### src/shared/stepper_params.svh
// Constants for the stepper excitation sequencer
`ifndef STEPPER_PARAMS_SVH
`define STEPPER_PARAMS_SVH

// ----------------------------------------------------------------------
// Pin sampling
// ----------------------------------------------------------------------
`define PIN_W 7
`define PIN_STEP 0
`define PIN_DIR 1
`define PIN_MODE_A 2
`define PIN_MODE_B 3
`define PIN_EDGE 4
`define PIN_EN 5
`define PIN_RST 6
// Reset pin idles high, every other pin idles low
`define PIN_RESET_VAL 7'h40

// ----------------------------------------------------------------------
// Phase position and current ratio
// ----------------------------------------------------------------------
`define POS_W 6
`define POS_RESET 6'h00
`define QTR_MSB 5
`define QTR_LSB 4
`define SUB_MSB 3
`define SUB_ZERO 4'h0
`define SUB_MID 4'h8
`define IDX_W 5
`define IDX_QUARTER 5'h10
`define STEP_FULL 6'h10
`define STEP_HALF 6'h08
`define STEP_W12 6'h04
`define STEP_2W12 6'h02
`define STEP_4W12 6'h01
`define RATIO_W 7
`define RATIO_OFF 7'h00
`define RATIO_FULL 7'h64
`define RATIO_PSEUDO 7'h47
// Percent for k = 16 down to 0, k = 0 at the low end
`define RATIO_TABLE {7'h64, 7'h64, 7'h61, 7'h5F, 7'h5D, 7'h57, 7'h53, \
	7'h4D, 7'h47, 7'h40, 7'h37, 7'h2F, 7'h28, 7'h1E, 7'h14, 7'h0B, 7'h00}
`define DRIVE_W 4
`define DRIVE_OFF 4'h0

`endif

### src/shared/stepper_pkg.sv
// Types for the stepper excitation sequencer
`include "stepper_params.svh"
package stepper_pkg;

	typedef enum logic [2:0] {
		MODE_FULL2,
		MODE_HALF_FULL,
		MODE_HALF_PSEUDO,
		MODE_W12,
		MODE_2W12,
		MODE_4W12
	} step_mode_t;

	typedef struct packed {
		logic [`PIN_W-1:0] sync1;
		logic [`PIN_W-1:0] sync2;
		logic [`PIN_W-1:0] sync3;
		logic [`PIN_W-1:0] filt;
		logic [`POS_W-1:0] pos;
		logic [`DRIVE_W-1:0] drive;
		logic [`RATIO_W-1:0] ratio_a;
		logic [`RATIO_W-1:0] ratio_b;
	} state_t;

endpackage

### src/core/stepper_excitation_sequencer.sv
// Step sequencer: phase position, excitation mode and chopping current ratio
// ----------------------------------------------------------------------
// Overview of operation
// - Edge select high decodes four rising modes
// - Edge select low decodes four both-edge modes
// - Rising edges only, or both edges, advance
// - Half step rising: energised phases at full
// - Half step both edges: full or reduced
// - Ratio 100 equals reference peak current
// - Sixteenth-angle current ratio table applies
// - Enable low forces all drives off
// - Power-on reset initialises; reset pin combined
// - Direction 0 clockwise, 1 counterclockwise
// - Enable low holds phase position unless reset pin low
// ----------------------------------------------------------------------
`include "stepper_params.svh"
module stepper_excitation_sequencer
	import stepper_pkg::*;
(
	// Clock, power-on reset, clock enable
	input wire logic clk_i,
	input wire logic rst_b_i,
	input wire logic clk_en_i,
	// Controller pins
	input wire logic step_clock_i,
	input wire logic direction_input_i,
	input wire logic step_mode_select_pin_a_i,
	input wire logic step_mode_select_pin_b_i,
	input wire logic edge_select_pin_i,
	input wire logic motor_enable_i,
	input wire logic reset_n_input_i,
	// Excitation drives {a, ab, b, bb} and ratios in percent of peak
	output logic [`DRIVE_W-1:0] phase_drive_o,
	output logic [`RATIO_W-1:0] ratio_a_o,
	output logic [`RATIO_W-1:0] ratio_b_o,
	output logic [`POS_W-1:0] phase_pos_o
);

	// ------------------------------------------------------------------
	// Decoding helpers
	// ------------------------------------------------------------------
	function automatic step_mode_t decode_mode(input logic edge_sel,
		input logic [1:0] code);
		step_mode_t m;
		m = MODE_FULL2;
		if (edge_sel)
		begin
			case (code)
				2'h0: m = MODE_FULL2;
				2'h1: m = MODE_HALF_FULL;
				2'h2: m = MODE_W12;
				default: m = MODE_2W12;
			endcase
		end
		else
		begin
			case (code)
				2'h0: m = MODE_HALF_PSEUDO;
				2'h1: m = MODE_W12;
				2'h2: m = MODE_2W12;
				default: m = MODE_4W12;
			endcase
		end
		return m;
	endfunction

	function automatic logic [`POS_W-1:0] step_size(input step_mode_t m);
		logic [`POS_W-1:0] s;
		s = `STEP_FULL;
		case (m)
			MODE_FULL2: s = `STEP_FULL;
			MODE_HALF_FULL: s = `STEP_HALF;
			MODE_HALF_PSEUDO: s = `STEP_HALF;
			MODE_W12: s = `STEP_W12;
			MODE_2W12: s = `STEP_2W12;
			MODE_4W12: s = `STEP_4W12;
			default: s = `STEP_FULL;
		endcase
		return s;
	endfunction

	// Ratio is percent of the reference peak current
	function automatic logic [`RATIO_W-1:0] ratio_of(input step_mode_t m,
		input logic [`IDX_W-1:0] idx);
		logic [17*`RATIO_W-1:0] tab;
		logic [`RATIO_W-1:0] r;
		tab = `RATIO_TABLE;
		r = tab[idx*`RATIO_W +: `RATIO_W];
		if (m == MODE_FULL2)
			r = `RATIO_FULL;
		else if (m == MODE_HALF_FULL && idx != '0)
			r = `RATIO_FULL;
		return r;
	endfunction

	// ------------------------------------------------------------------
	// State
	// ------------------------------------------------------------------
	state_t q_reg;
	state_t q_next;
	logic [`PIN_W-1:0] pins;
	logic [`PIN_W-1:0] filt_new;
	logic int_rst;
	logic enabled;
	logic step_evt;
	step_mode_t mode;
	logic [1:0] quarter;
	logic [`IDX_W-1:0] sub;
	logic [`IDX_W-1:0] cos_idx;
	logic [`IDX_W-1:0] sin_idx;
	logic [`RATIO_W-1:0] mag_a;
	logic [`RATIO_W-1:0] mag_b;
	logic a_pos;
	logic b_pos;

	assign pins = {reset_n_input_i, motor_enable_i, edge_select_pin_i,
		step_mode_select_pin_b_i, step_mode_select_pin_a_i,
		direction_input_i, step_clock_i};

	// ------------------------------------------------------------------
	// Next state
	// ------------------------------------------------------------------
	always_comb
	begin
		q_next = q_reg;
		q_next.sync1 = pins;
		q_next.sync2 = q_reg.sync1;
		q_next.sync3 = q_reg.sync2;
		// A pin change is taken once the 2nd and 3rd stages agree
		for (int i = 0; i < `PIN_W; i++)
			filt_new[i] = (q_reg.sync2[i] == q_reg.sync3[i]) ?
				q_reg.sync3[i] : q_reg.filt[i];
		q_next.filt = filt_new;
		int_rst = !filt_new[`PIN_RST];
		enabled = filt_new[`PIN_EN];
		mode = decode_mode(filt_new[`PIN_EDGE],
			{filt_new[`PIN_MODE_B], filt_new[`PIN_MODE_A]});
		// Steps only while enabled, so disabled inputs cannot move phase
		step_evt = enabled &&
			(filt_new[`PIN_STEP] != q_reg.filt[`PIN_STEP]) &&
			(filt_new[`PIN_STEP] || !filt_new[`PIN_EDGE]);
		if (int_rst)
			q_next.pos = `POS_RESET;
		else if (step_evt)
		begin
			if (filt_new[`PIN_DIR])
				q_next.pos = q_reg.pos - step_size(mode);
			else
				q_next.pos = q_reg.pos + step_size(mode);
		end
		quarter = q_next.pos[`QTR_MSB:`QTR_LSB];
		sub = {1'b0, q_next.pos[`SUB_MSB:0]};
		cos_idx = `IDX_QUARTER - sub;
		sin_idx = sub;
		if (quarter[0])
		begin
			cos_idx = sub;
			sin_idx = `IDX_QUARTER - sub;
		end
		mag_a = ratio_of(mode, cos_idx);
		mag_b = ratio_of(mode, sin_idx);
		a_pos = (quarter == 2'h0) || (quarter == 2'h3);
		b_pos = !quarter[1];
		if (!enabled || int_rst)
		begin
			q_next.drive = `DRIVE_OFF;
			q_next.ratio_a = `RATIO_OFF;
			q_next.ratio_b = `RATIO_OFF;
		end
		else
		begin
			q_next.drive = {a_pos && mag_a != '0, !a_pos && mag_a != '0,
				b_pos && mag_b != '0, !b_pos && mag_b != '0};
			q_next.ratio_a = mag_a;
			q_next.ratio_b = mag_b;
		end
	end

	always_ff @(posedge clk_i)
	begin
		if (!rst_b_i)
		begin
			q_reg <= '0;
			q_reg.sync1 <= `PIN_RESET_VAL;
			q_reg.sync2 <= `PIN_RESET_VAL;
			q_reg.sync3 <= `PIN_RESET_VAL;
			q_reg.filt <= `PIN_RESET_VAL;
		end
		else if (clk_en_i)
			q_reg <= q_next;
	end

	assign phase_drive_o = q_reg.drive;
	assign ratio_a_o = q_reg.ratio_a;
	assign ratio_b_o = q_reg.ratio_b;
	assign phase_pos_o = q_reg.pos;

	// ------------------------------------------------------------------
	// Checks
	// ------------------------------------------------------------------
	chk_disabled_drive_off: assert property (@(posedge clk_i)
		disable iff (!rst_b_i) !q_reg.filt[`PIN_EN] |->
		(phase_drive_o == `DRIVE_OFF && ratio_a_o == `RATIO_OFF &&
		ratio_b_o == `RATIO_OFF))
		else $error("drive active while disabled");

	chk_disabled_pos_hold: assert property (@(posedge clk_i)
		disable iff (!rst_b_i) (clk_en_i && !filt_new[`PIN_EN] &&
		filt_new[`PIN_RST]) |=> $stable(phase_pos_o))
		else $error("phase moved while disabled");

	chk_rising_only: assert property (@(posedge clk_i)
		disable iff (!rst_b_i) (clk_en_i && filt_new[`PIN_EDGE] &&
		filt_new[`PIN_RST] && !filt_new[`PIN_STEP]) |=>
		$stable(phase_pos_o))
		else $error("phase moved without rising edge");

	chk_cw_advance: assert property (@(posedge clk_i)
		disable iff (!rst_b_i) (clk_en_i && step_evt && !int_rst &&
		!filt_new[`PIN_DIR]) |=>
		phase_pos_o == $past(q_reg.pos) + $past(step_size(mode)))
		else $error("clockwise step size wrong");

	chk_fine_step: assert property (@(posedge clk_i)
		disable iff (!rst_b_i) (clk_en_i && step_evt && !int_rst &&
		mode == MODE_4W12 && filt_new[`PIN_DIR]) |=>
		phase_pos_o == $past(q_reg.pos) - `STEP_4W12)
		else $error("fine step not one sixteenth");

	chk_half_full: assert property (@(posedge clk_i)
		disable iff (!rst_b_i) (clk_en_i && mode == MODE_HALF_FULL &&
		enabled && !int_rst) |=> (ratio_a_o == `RATIO_FULL ||
		ratio_a_o == `RATIO_OFF) && (ratio_b_o == `RATIO_FULL ||
		ratio_b_o == `RATIO_OFF))
		else $error("half step current not full");

	chk_pseudo_mid: assert property (@(posedge clk_i)
		disable iff (!rst_b_i) (clk_en_i && mode == MODE_HALF_PSEUDO &&
		enabled && !int_rst && q_next.pos[`SUB_MSB:0] == `SUB_MID) |=>
		ratio_a_o == `RATIO_PSEUDO && ratio_b_o == `RATIO_PSEUDO)
		else $error("pseudo micro level wrong");

	chk_quarter_peak: assert property (@(posedge clk_i)
		disable iff (!rst_b_i) (clk_en_i && mode != MODE_FULL2 &&
		enabled && !int_rst && q_next.pos[`SUB_MSB:0] == `SUB_ZERO) |=>
		(phase_pos_o[`QTR_LSB] ? (ratio_a_o == `RATIO_OFF &&
		ratio_b_o == `RATIO_FULL) : (ratio_a_o == `RATIO_FULL &&
		ratio_b_o == `RATIO_OFF)))
		else $error("quarter point ratio wrong");

	chk_pin_reset: assert property (@(posedge clk_i)
		disable iff (!rst_b_i) (clk_en_i && int_rst) |=>
		phase_pos_o == `POS_RESET && phase_drive_o == `DRIVE_OFF)
		else $error("reset pin did not clear phase");

endmodule

### config.mk
export PLATFORM = sky130hd
export DESIGN_NAME = stepper_excitation_sequencer
export DESIGN_NICKNAME = d
export VERILOG_FILES = /design/src/shared/stepper_pkg.sv /design/src/core/stepper_excitation_sequencer.sv
export VERILOG_INCLUDE_DIRS = /design/src /design/src/shared
export SDC_FILE = /design/constraint.sdc
export NUM_CORES = 1
export LEC_CHECK = 0
export BUFFER_PORTS_ARGS = -buffer_cell sky130_fd_sc_hd__buf_2
export CELL_PAD_IN_SITES_DETAIL_PLACEMENT = 1
export CELL_PAD_IN_SITES_GLOBAL_PLACEMENT = 1
export CORE_MARGIN = 8
export CORE_UTILIZATION = 46
export DETAILED_ROUTE_END_ITERATION = 7
export GPL_TIMING_DRIVEN = 0
export PLACE_DENSITY = 0.89
export SLEW_MARGIN = 20
export SYNTH_ARGS = -nofsm -noshare
export SYNTH_HDL_FRONTEND = slang
export SYNTH_SLANG_ARGS = --single-unit
### constraint.sdc
create_clock -name clk_i -period 5.6 [get_ports clk_i]
set_input_delay 1.12 -clock clk_i [delete_from_list [all_inputs] [get_ports clk_i]]
set_output_delay 1.12 -clock clk_i [all_outputs]
set_load 0.02 [all_outputs]
======== Yosys cells after proc, flatten, opt, wreduce, memory -nomap -nowiden ========
Cells that the tools add are included.
operators by class
  shift operators ......................... 2
  $add $sub $neg .......................... 3
  equality and inequality tests ........... 16
  reductions and logical operators ........ 24
  muxes and demuxes ....................... 27
  multiply operators ...................... 2
operators with widths
  cell                                                                           count
  119-bit by 9-bit variable part select with 7-bit output, first input constant  2
  6-bit 2-to-1 mux                                                               9
  7-bit 2-to-1 mux                                                               4
  5-bit one-hot mux with 4 select lines                                          1
  18-bit 2-to-1 mux                                                              1
  3-bit one-hot mux with 3 select lines                                          2
  5-bit by 3-bit multiplier with 8-bit output, second input constant             2
  7-bit nonzero test                                                             2
  5-bit 2-to-1 mux                                                               2
  5-bit nonzero test                                                             2
  1-bit logical AND                                                              8
  1-bit equality test                                                            7
  1-bit 2-to-1 mux                                                               7
  6-bit adder                                                                    1
  3-bit by 2-bit equality test with 1-bit output, second input constant          2
  3-bit equality test, second input constant                                     2
  6-bit subtractor                                                               1
  1-bit logical NOT                                                              5
  5-bit by 4-bit subtractor with 5-bit output, first input constant              1
  2-bit equality test, second input constant                                     2
  2-bit logical NOT                                                              2
  3-bit by 1-bit equality test with 1-bit output, second input constant          1
  3-bit logical NOT                                                              1
  1-bit logical OR                                                               3
  4 further kinds                                                                4
word-level totals
  flip-flop bits (word level) ............. 52

======== Logic depth before layout (Yosys ltp) ========
  depth after elaboration ................. 24
  mapped depth ............................ 28

======== Worst setup path before layout ========
No wires, ideal clock.
  kind .................................... reg-to-reg
  start point ............................. reg q_reg (netlist bit q_next[33])
  end point ............................... reg q_reg (netlist bit phase_drive_o[3])
  slack ................................... 0.497 ns
  path buffers ............................ 0
  arrival ................................. 4.986 ns
  setup time .............................. 0.117 ns
  clock period less this slack ............ 5.103 ns
  stages on the path, launching flop included .. 25
  cells stage by stage .................... dfxtp_1 maj3_1 ha_1 o21ba_2 mux2i_2 nand2_1 nor2_1 inv_1 ha_1 nand2_1 and2_1 inv_1 fa_1 nor2b_1 o21ai_0 a311oi_1 a21o_1 mux2i_1 inv_1 ha_1 nand2_1 o311ai_1 nor4_2 o221ai_1 a32o_1
between the ends
  cells in the longest elaborated chain, start to end .. 24
  elaborated cells on any way between the ends .. 41
RTL lines
  what                                                                                                                     line                                                                    source
  start: declaration                                                                                                       stepper_excitation_sequencer.sv:99                                      state_t q_reg;
  start signal: assignment                                                                                                 stepper_excitation_sequencer.sv:190                                     q_reg <= q_next;
  1-bit equality test *                                                                                                    stepper_excitation_sequencer.sv:131                                     filt_new[i] = (q_reg.sync2[i] == q_reg.sync3[i]) ?
  1-bit 2-to-1 mux *                                                                                                       stepper_excitation_sequencer.sv:131
  named net filt_new[2]                                                                                                    stepper_excitation_sequencer.sv:102                                     logic [`PIN_W-1:0] filt_new;
  2-bit equality test, or another cell as far along                                                                        stepper_excitation_sequencer.sv:48, stepper_excitation_sequencer.sv:57
  3-bit one-hot mux with 3 select lines, on equally long branches                                                          stepper_excitation_sequencer.sv:57, stepper_excitation_sequencer.sv:48
  3-bit 2-to-1 mux *                                                                                                       stepper_excitation_sequencer.sv:46                                      if (edge_sel)
  3-bit by 1-bit equality test with 1-bit output / 3-bit by 2-bit equality test with 1-bit output (equally long branches)  stepper_excitation_sequencer.sv:70, stepper_excitation_sequencer.sv:91
  2-bit OR reduction (no line)                                                                                             --
  [9 not listed]                                                                                                           --
  5-bit 2-to-1 mux                                                                                                         stepper_excitation_sequencer.sv:155                                     if (quarter[0])
  5-bit by 3-bit multiplier with 8-bit output (no line) / 5-bit nonzero test (equally long branches)                       --
  119-bit by 9-bit variable part select with 7-bit output / 1-bit logical AND (equally long branches)                      stepper_excitation_sequencer.sv:88, stepper_excitation_sequencer.sv:91
  7-bit 2-to-1 mux                                                                                                         stepper_excitation_sequencer.sv:91                                      else if (m == MODE_HALF_FULL && idx != '0)
  7-bit 2-to-1 mux                                                                                                         stepper_excitation_sequencer.sv:89                                      if (m == MODE_FULL2)
  7-bit nonzero test                                                                                                       stepper_excitation_sequencer.sv:172                                     q_next.drive = {a_pos && mag_a != '0, !a_pos && mag_a != '0,
  1-bit logical AND *                                                                                                      stepper_excitation_sequencer.sv:172
  18-bit 2-to-1 mux *                                                                                                      stepper_excitation_sequencer.sv:164                                     if (!enabled || int_rst)
The timed path passes the listed nets; every way through them passes the cells marked *. The select of a mux whose other input is x is not followed.
A chain may end at the register's enable or synchronous reset.

==> flow_summary.ini <==
[cells_and_area]
final_cell_mix = dfxtp_1 (48), nand2_1 (38), nor2b_1 (36), buf_4 (36), buf_2 (32)
num_antenna_cells = 0
drive_above_1_share = 0.2806
num-fill-cells = 990
area_delta_synth_final_pct = 18.34
nets = 539
final_common_cell = dfxtp_1

[synthesis]
ys.flop_type = dfxtp_1
yosysSeqAreaShare = 0.2701
synth_top_area_share = 0.2701
synth_top_family_by_area = simple AND/OR/NAND/NOR gates
netlist_instances = 453
synth_area_sq_um = 3854
ys_ff_latch = 52
synth_cell_types = 68
synth_fa_ha_area_frac = 0.09416
async_flop_share = 0
synth_mux_area_frac = 0.1006
synthSimpleGateAreaFrac = 0.2117
ys_top_cells_by_area = dfxtp_1 (27%), mux2i_1 (8.8%), ha_1 (7.5%), nor2b_1 (5.8%), buf_4 (4.9%)
synth_xor_area_frac = 0.02857
synth_edf_count = 0
avgSynthCellArea_sq_um = 8.507
synth_top_area_cell = dfxtp_1
syn-num-nets = 487
synth_compound_area_frac = 0.2101
yosys_warnings = 0

[worst_hold_path]
hold_start = phase_drive_o[1]$_SDFFE_PN0P_
holdPathStages = 2
hold_class = flip-flop to flip-flop
min_to = phase_drive_o[1]$_SDFFE_PN0P_

[placed_design]
hpwlAfterDp_um = 8154
portBuffers = 32
gp_congestion = 0.8867
dp_slack_ns = -0.4869

[route]
drt_iter0_drc = 115
finalWirelength_um = 11700
ant_nets = 0
drc = 0
vias_per_cell = 5.856
num_vias = 3578
firstDrtPassIters = 4
wire_per_inst_um = 19.14

[die]
die_area_sq_um = 11560
coreArea_sq_um = 8175
start_util = 0.4714
fp.dieH_um = 107.5
row_count = 33
io_pins = 34
die_w_um = 107.5

[clock_tree]
ctsHoldBuffers = 0
cts_buffer_depth = 2
clock_sinks = 52
path_clk_slew_ns = 0.11
htreeDepth = 2
cts_tree = built
cts-root-buf = clkbuf_8
clock_latency_ns = 0.32
cts_buffers = 5

[critical_path]
startpoint_type = flip-flop
crit_path_max_incr_delay_ns = 0.46
rr_worst_depth = 26
crit_path_top_delay_cell = fa_2
cp.required_ns = 5.83
arrival_ns = 5.66
path_class = flip-flop to flip-flop
reg2reg_from = q_next[33]$_SDFFE_PN0P_
reg2reg_slack_ns = 0.17
r2r-end = phase_drive_o[3]$_SDFFE_PN0P_
end_kind = flip-flop
crit_fanout = 8

[sta]
finClkSkew_ns = 0.009807
fin_ws_ns = 0.1652
slew_headroom = 0.3360
fin_crit_sh = 0.9705
tightest_slew_ns = 0.9870
fmax_ghz = 0.1840
period_minus_slack_ns = 5.435
fin_setup_tns_ns = 0
slew_viol_final = 0
final-hold-violation-count = 0
setup_violations = 0

[power]
p_per_area_nw_per_um2 = 145.0
vdd_ir_drop_max_mv = 0.1180
finalPower_uw = 661.3
leakage_nw = 1.947

[grt]
grt_pass1_vias = 3577
grt_pass1_wl_um = 17790
grt_max_degree = 19
grt_overflow_total = 0
grt_usage = 0.1894
antenna_found_initial = 0

[flow_run]
drv_cap = 0

[outcome]
outcome = complete, no violations
## worst max-delay path by stage
stage | from | endpoint | slack (ns) | cells past startpoint
after floorplan | q_next[33]$_SDFFE_PN0P_ | phase_drive_o[3]$_SDFFE_PN0P_ | 0.50 | 24
after global placement | q_next[33]$_SDFFE_PN0P_ | phase_drive_o[3]$_SDFFE_PN0P_ | -0.21 | 23
after detailed placement | q_next[33]$_SDFFE_PN0P_ | phase_drive_o[3]$_SDFFE_PN0P_ | -0.49 | 26
after CTS | q_next[33]$_SDFFE_PN0P_ | phase_drive_o[0]$_SDFFE_PN0P_ | 0.02 | 28
after global routing | q_next[33]$_SDFFE_PN0P_ | phase_drive_o[3]$_SDFFE_PN0P_ | -0.08 | 26
final | q_next[33]$_SDFFE_PN0P_ | phase_drive_o[3]$_SDFFE_PN0P_ | 0.17 | 26
## synth_stat cells, types with 9 or more instances
cell	instances
nor2b_1	36
o21ai_0	13
nand3_1	10
nor2_1	28
inv_1	18
and2_1	9
dfxtp_1	52
clkbuf_1	14
ha_1	23
nand2_1	39
a21oi_1	16
mux2i_1	34
buf_4	25
## layer usage
metal  global-route usage  share of wire  vias up  wire, um
met3              0.02814          0.031       23       360
met2               0.3474           0.54       67      6352
met5                    0              0        -         0
met4              0.05946          0.019        0       226
met1               0.2188           0.41     1787      4756
li1                     -              -     1701         -
## cell families after synthesis
family                     after synthesis
AOI/OAI and AO/OA                      110
DFF                                     52
muxes                                   38
xor gates and xnor gates                10
buffers and inverters                   60
adders and majority gates               29
and+or+nand+nor                        154
## what timing repair did
item	CTS	global route
pin swaps	1	19
resized for setup	13	37
buffers inserted	1	11
setup endpoints to repair	11	10
cloned	1	0
## stage by stage
stage	utilization	instances	area [sq um]	hold slack (ns)
global route	0.5579	611	4561	0.5053
floorplan	-	453	3854	0.4263
finish	0.5579	611	4561	0.4675
CTS	0.5298	600	4332	0.4715
global placement	0.5070	590	4145	0.4439
detailed placement	0.5070	590	4145	0.4533
## power by group
| part | internal (mW) | switching, mW | total [mW] |
|---|---|---|---|
| Clock | 0.0922 | 0.146 | 0.238 |
| Sequential | 0.375 | 0.00475 | 0.380 |
| Combinational | 0.0182 | 0.0246 | 0.0428 |
| Total | 0.486 | 0.176 | 0.661 |
## critical path: cells and delay by family (launching register included)
| kind | cells | cell delay (ns) |
|---|---|---|
| fa+ha+maj | 6 | 1.79 |
| compound gates | 6 | 1.26 |
| flops | 1 | 0.35 |
| buf+inv | 4 | 0.42 |
| simple gates | 8 | 1.07 |
| xor+xnor | 1 | 0.21 |
| mux | 1 | 0.24 |
## area by class of cell
cell class | instances | area (sq um) | share of cell area
buffer | 40 | 255.2 | 0.05597
multi-input combinational | 342 | 2706 | 0.5934
sequential | 52 | 1046 | 0.2294
timing repair buffer | 44 | 250.2 | 0.05487
inverter | 20 | 75.07 | 0.01646
tap | 105 | 131.4 | 0.02881
clock buffer | 5 | 68.82 | 0.01509
clock inverter | 3 | 27.53 | 0.006036
Power figures use the tool's default switching activity.
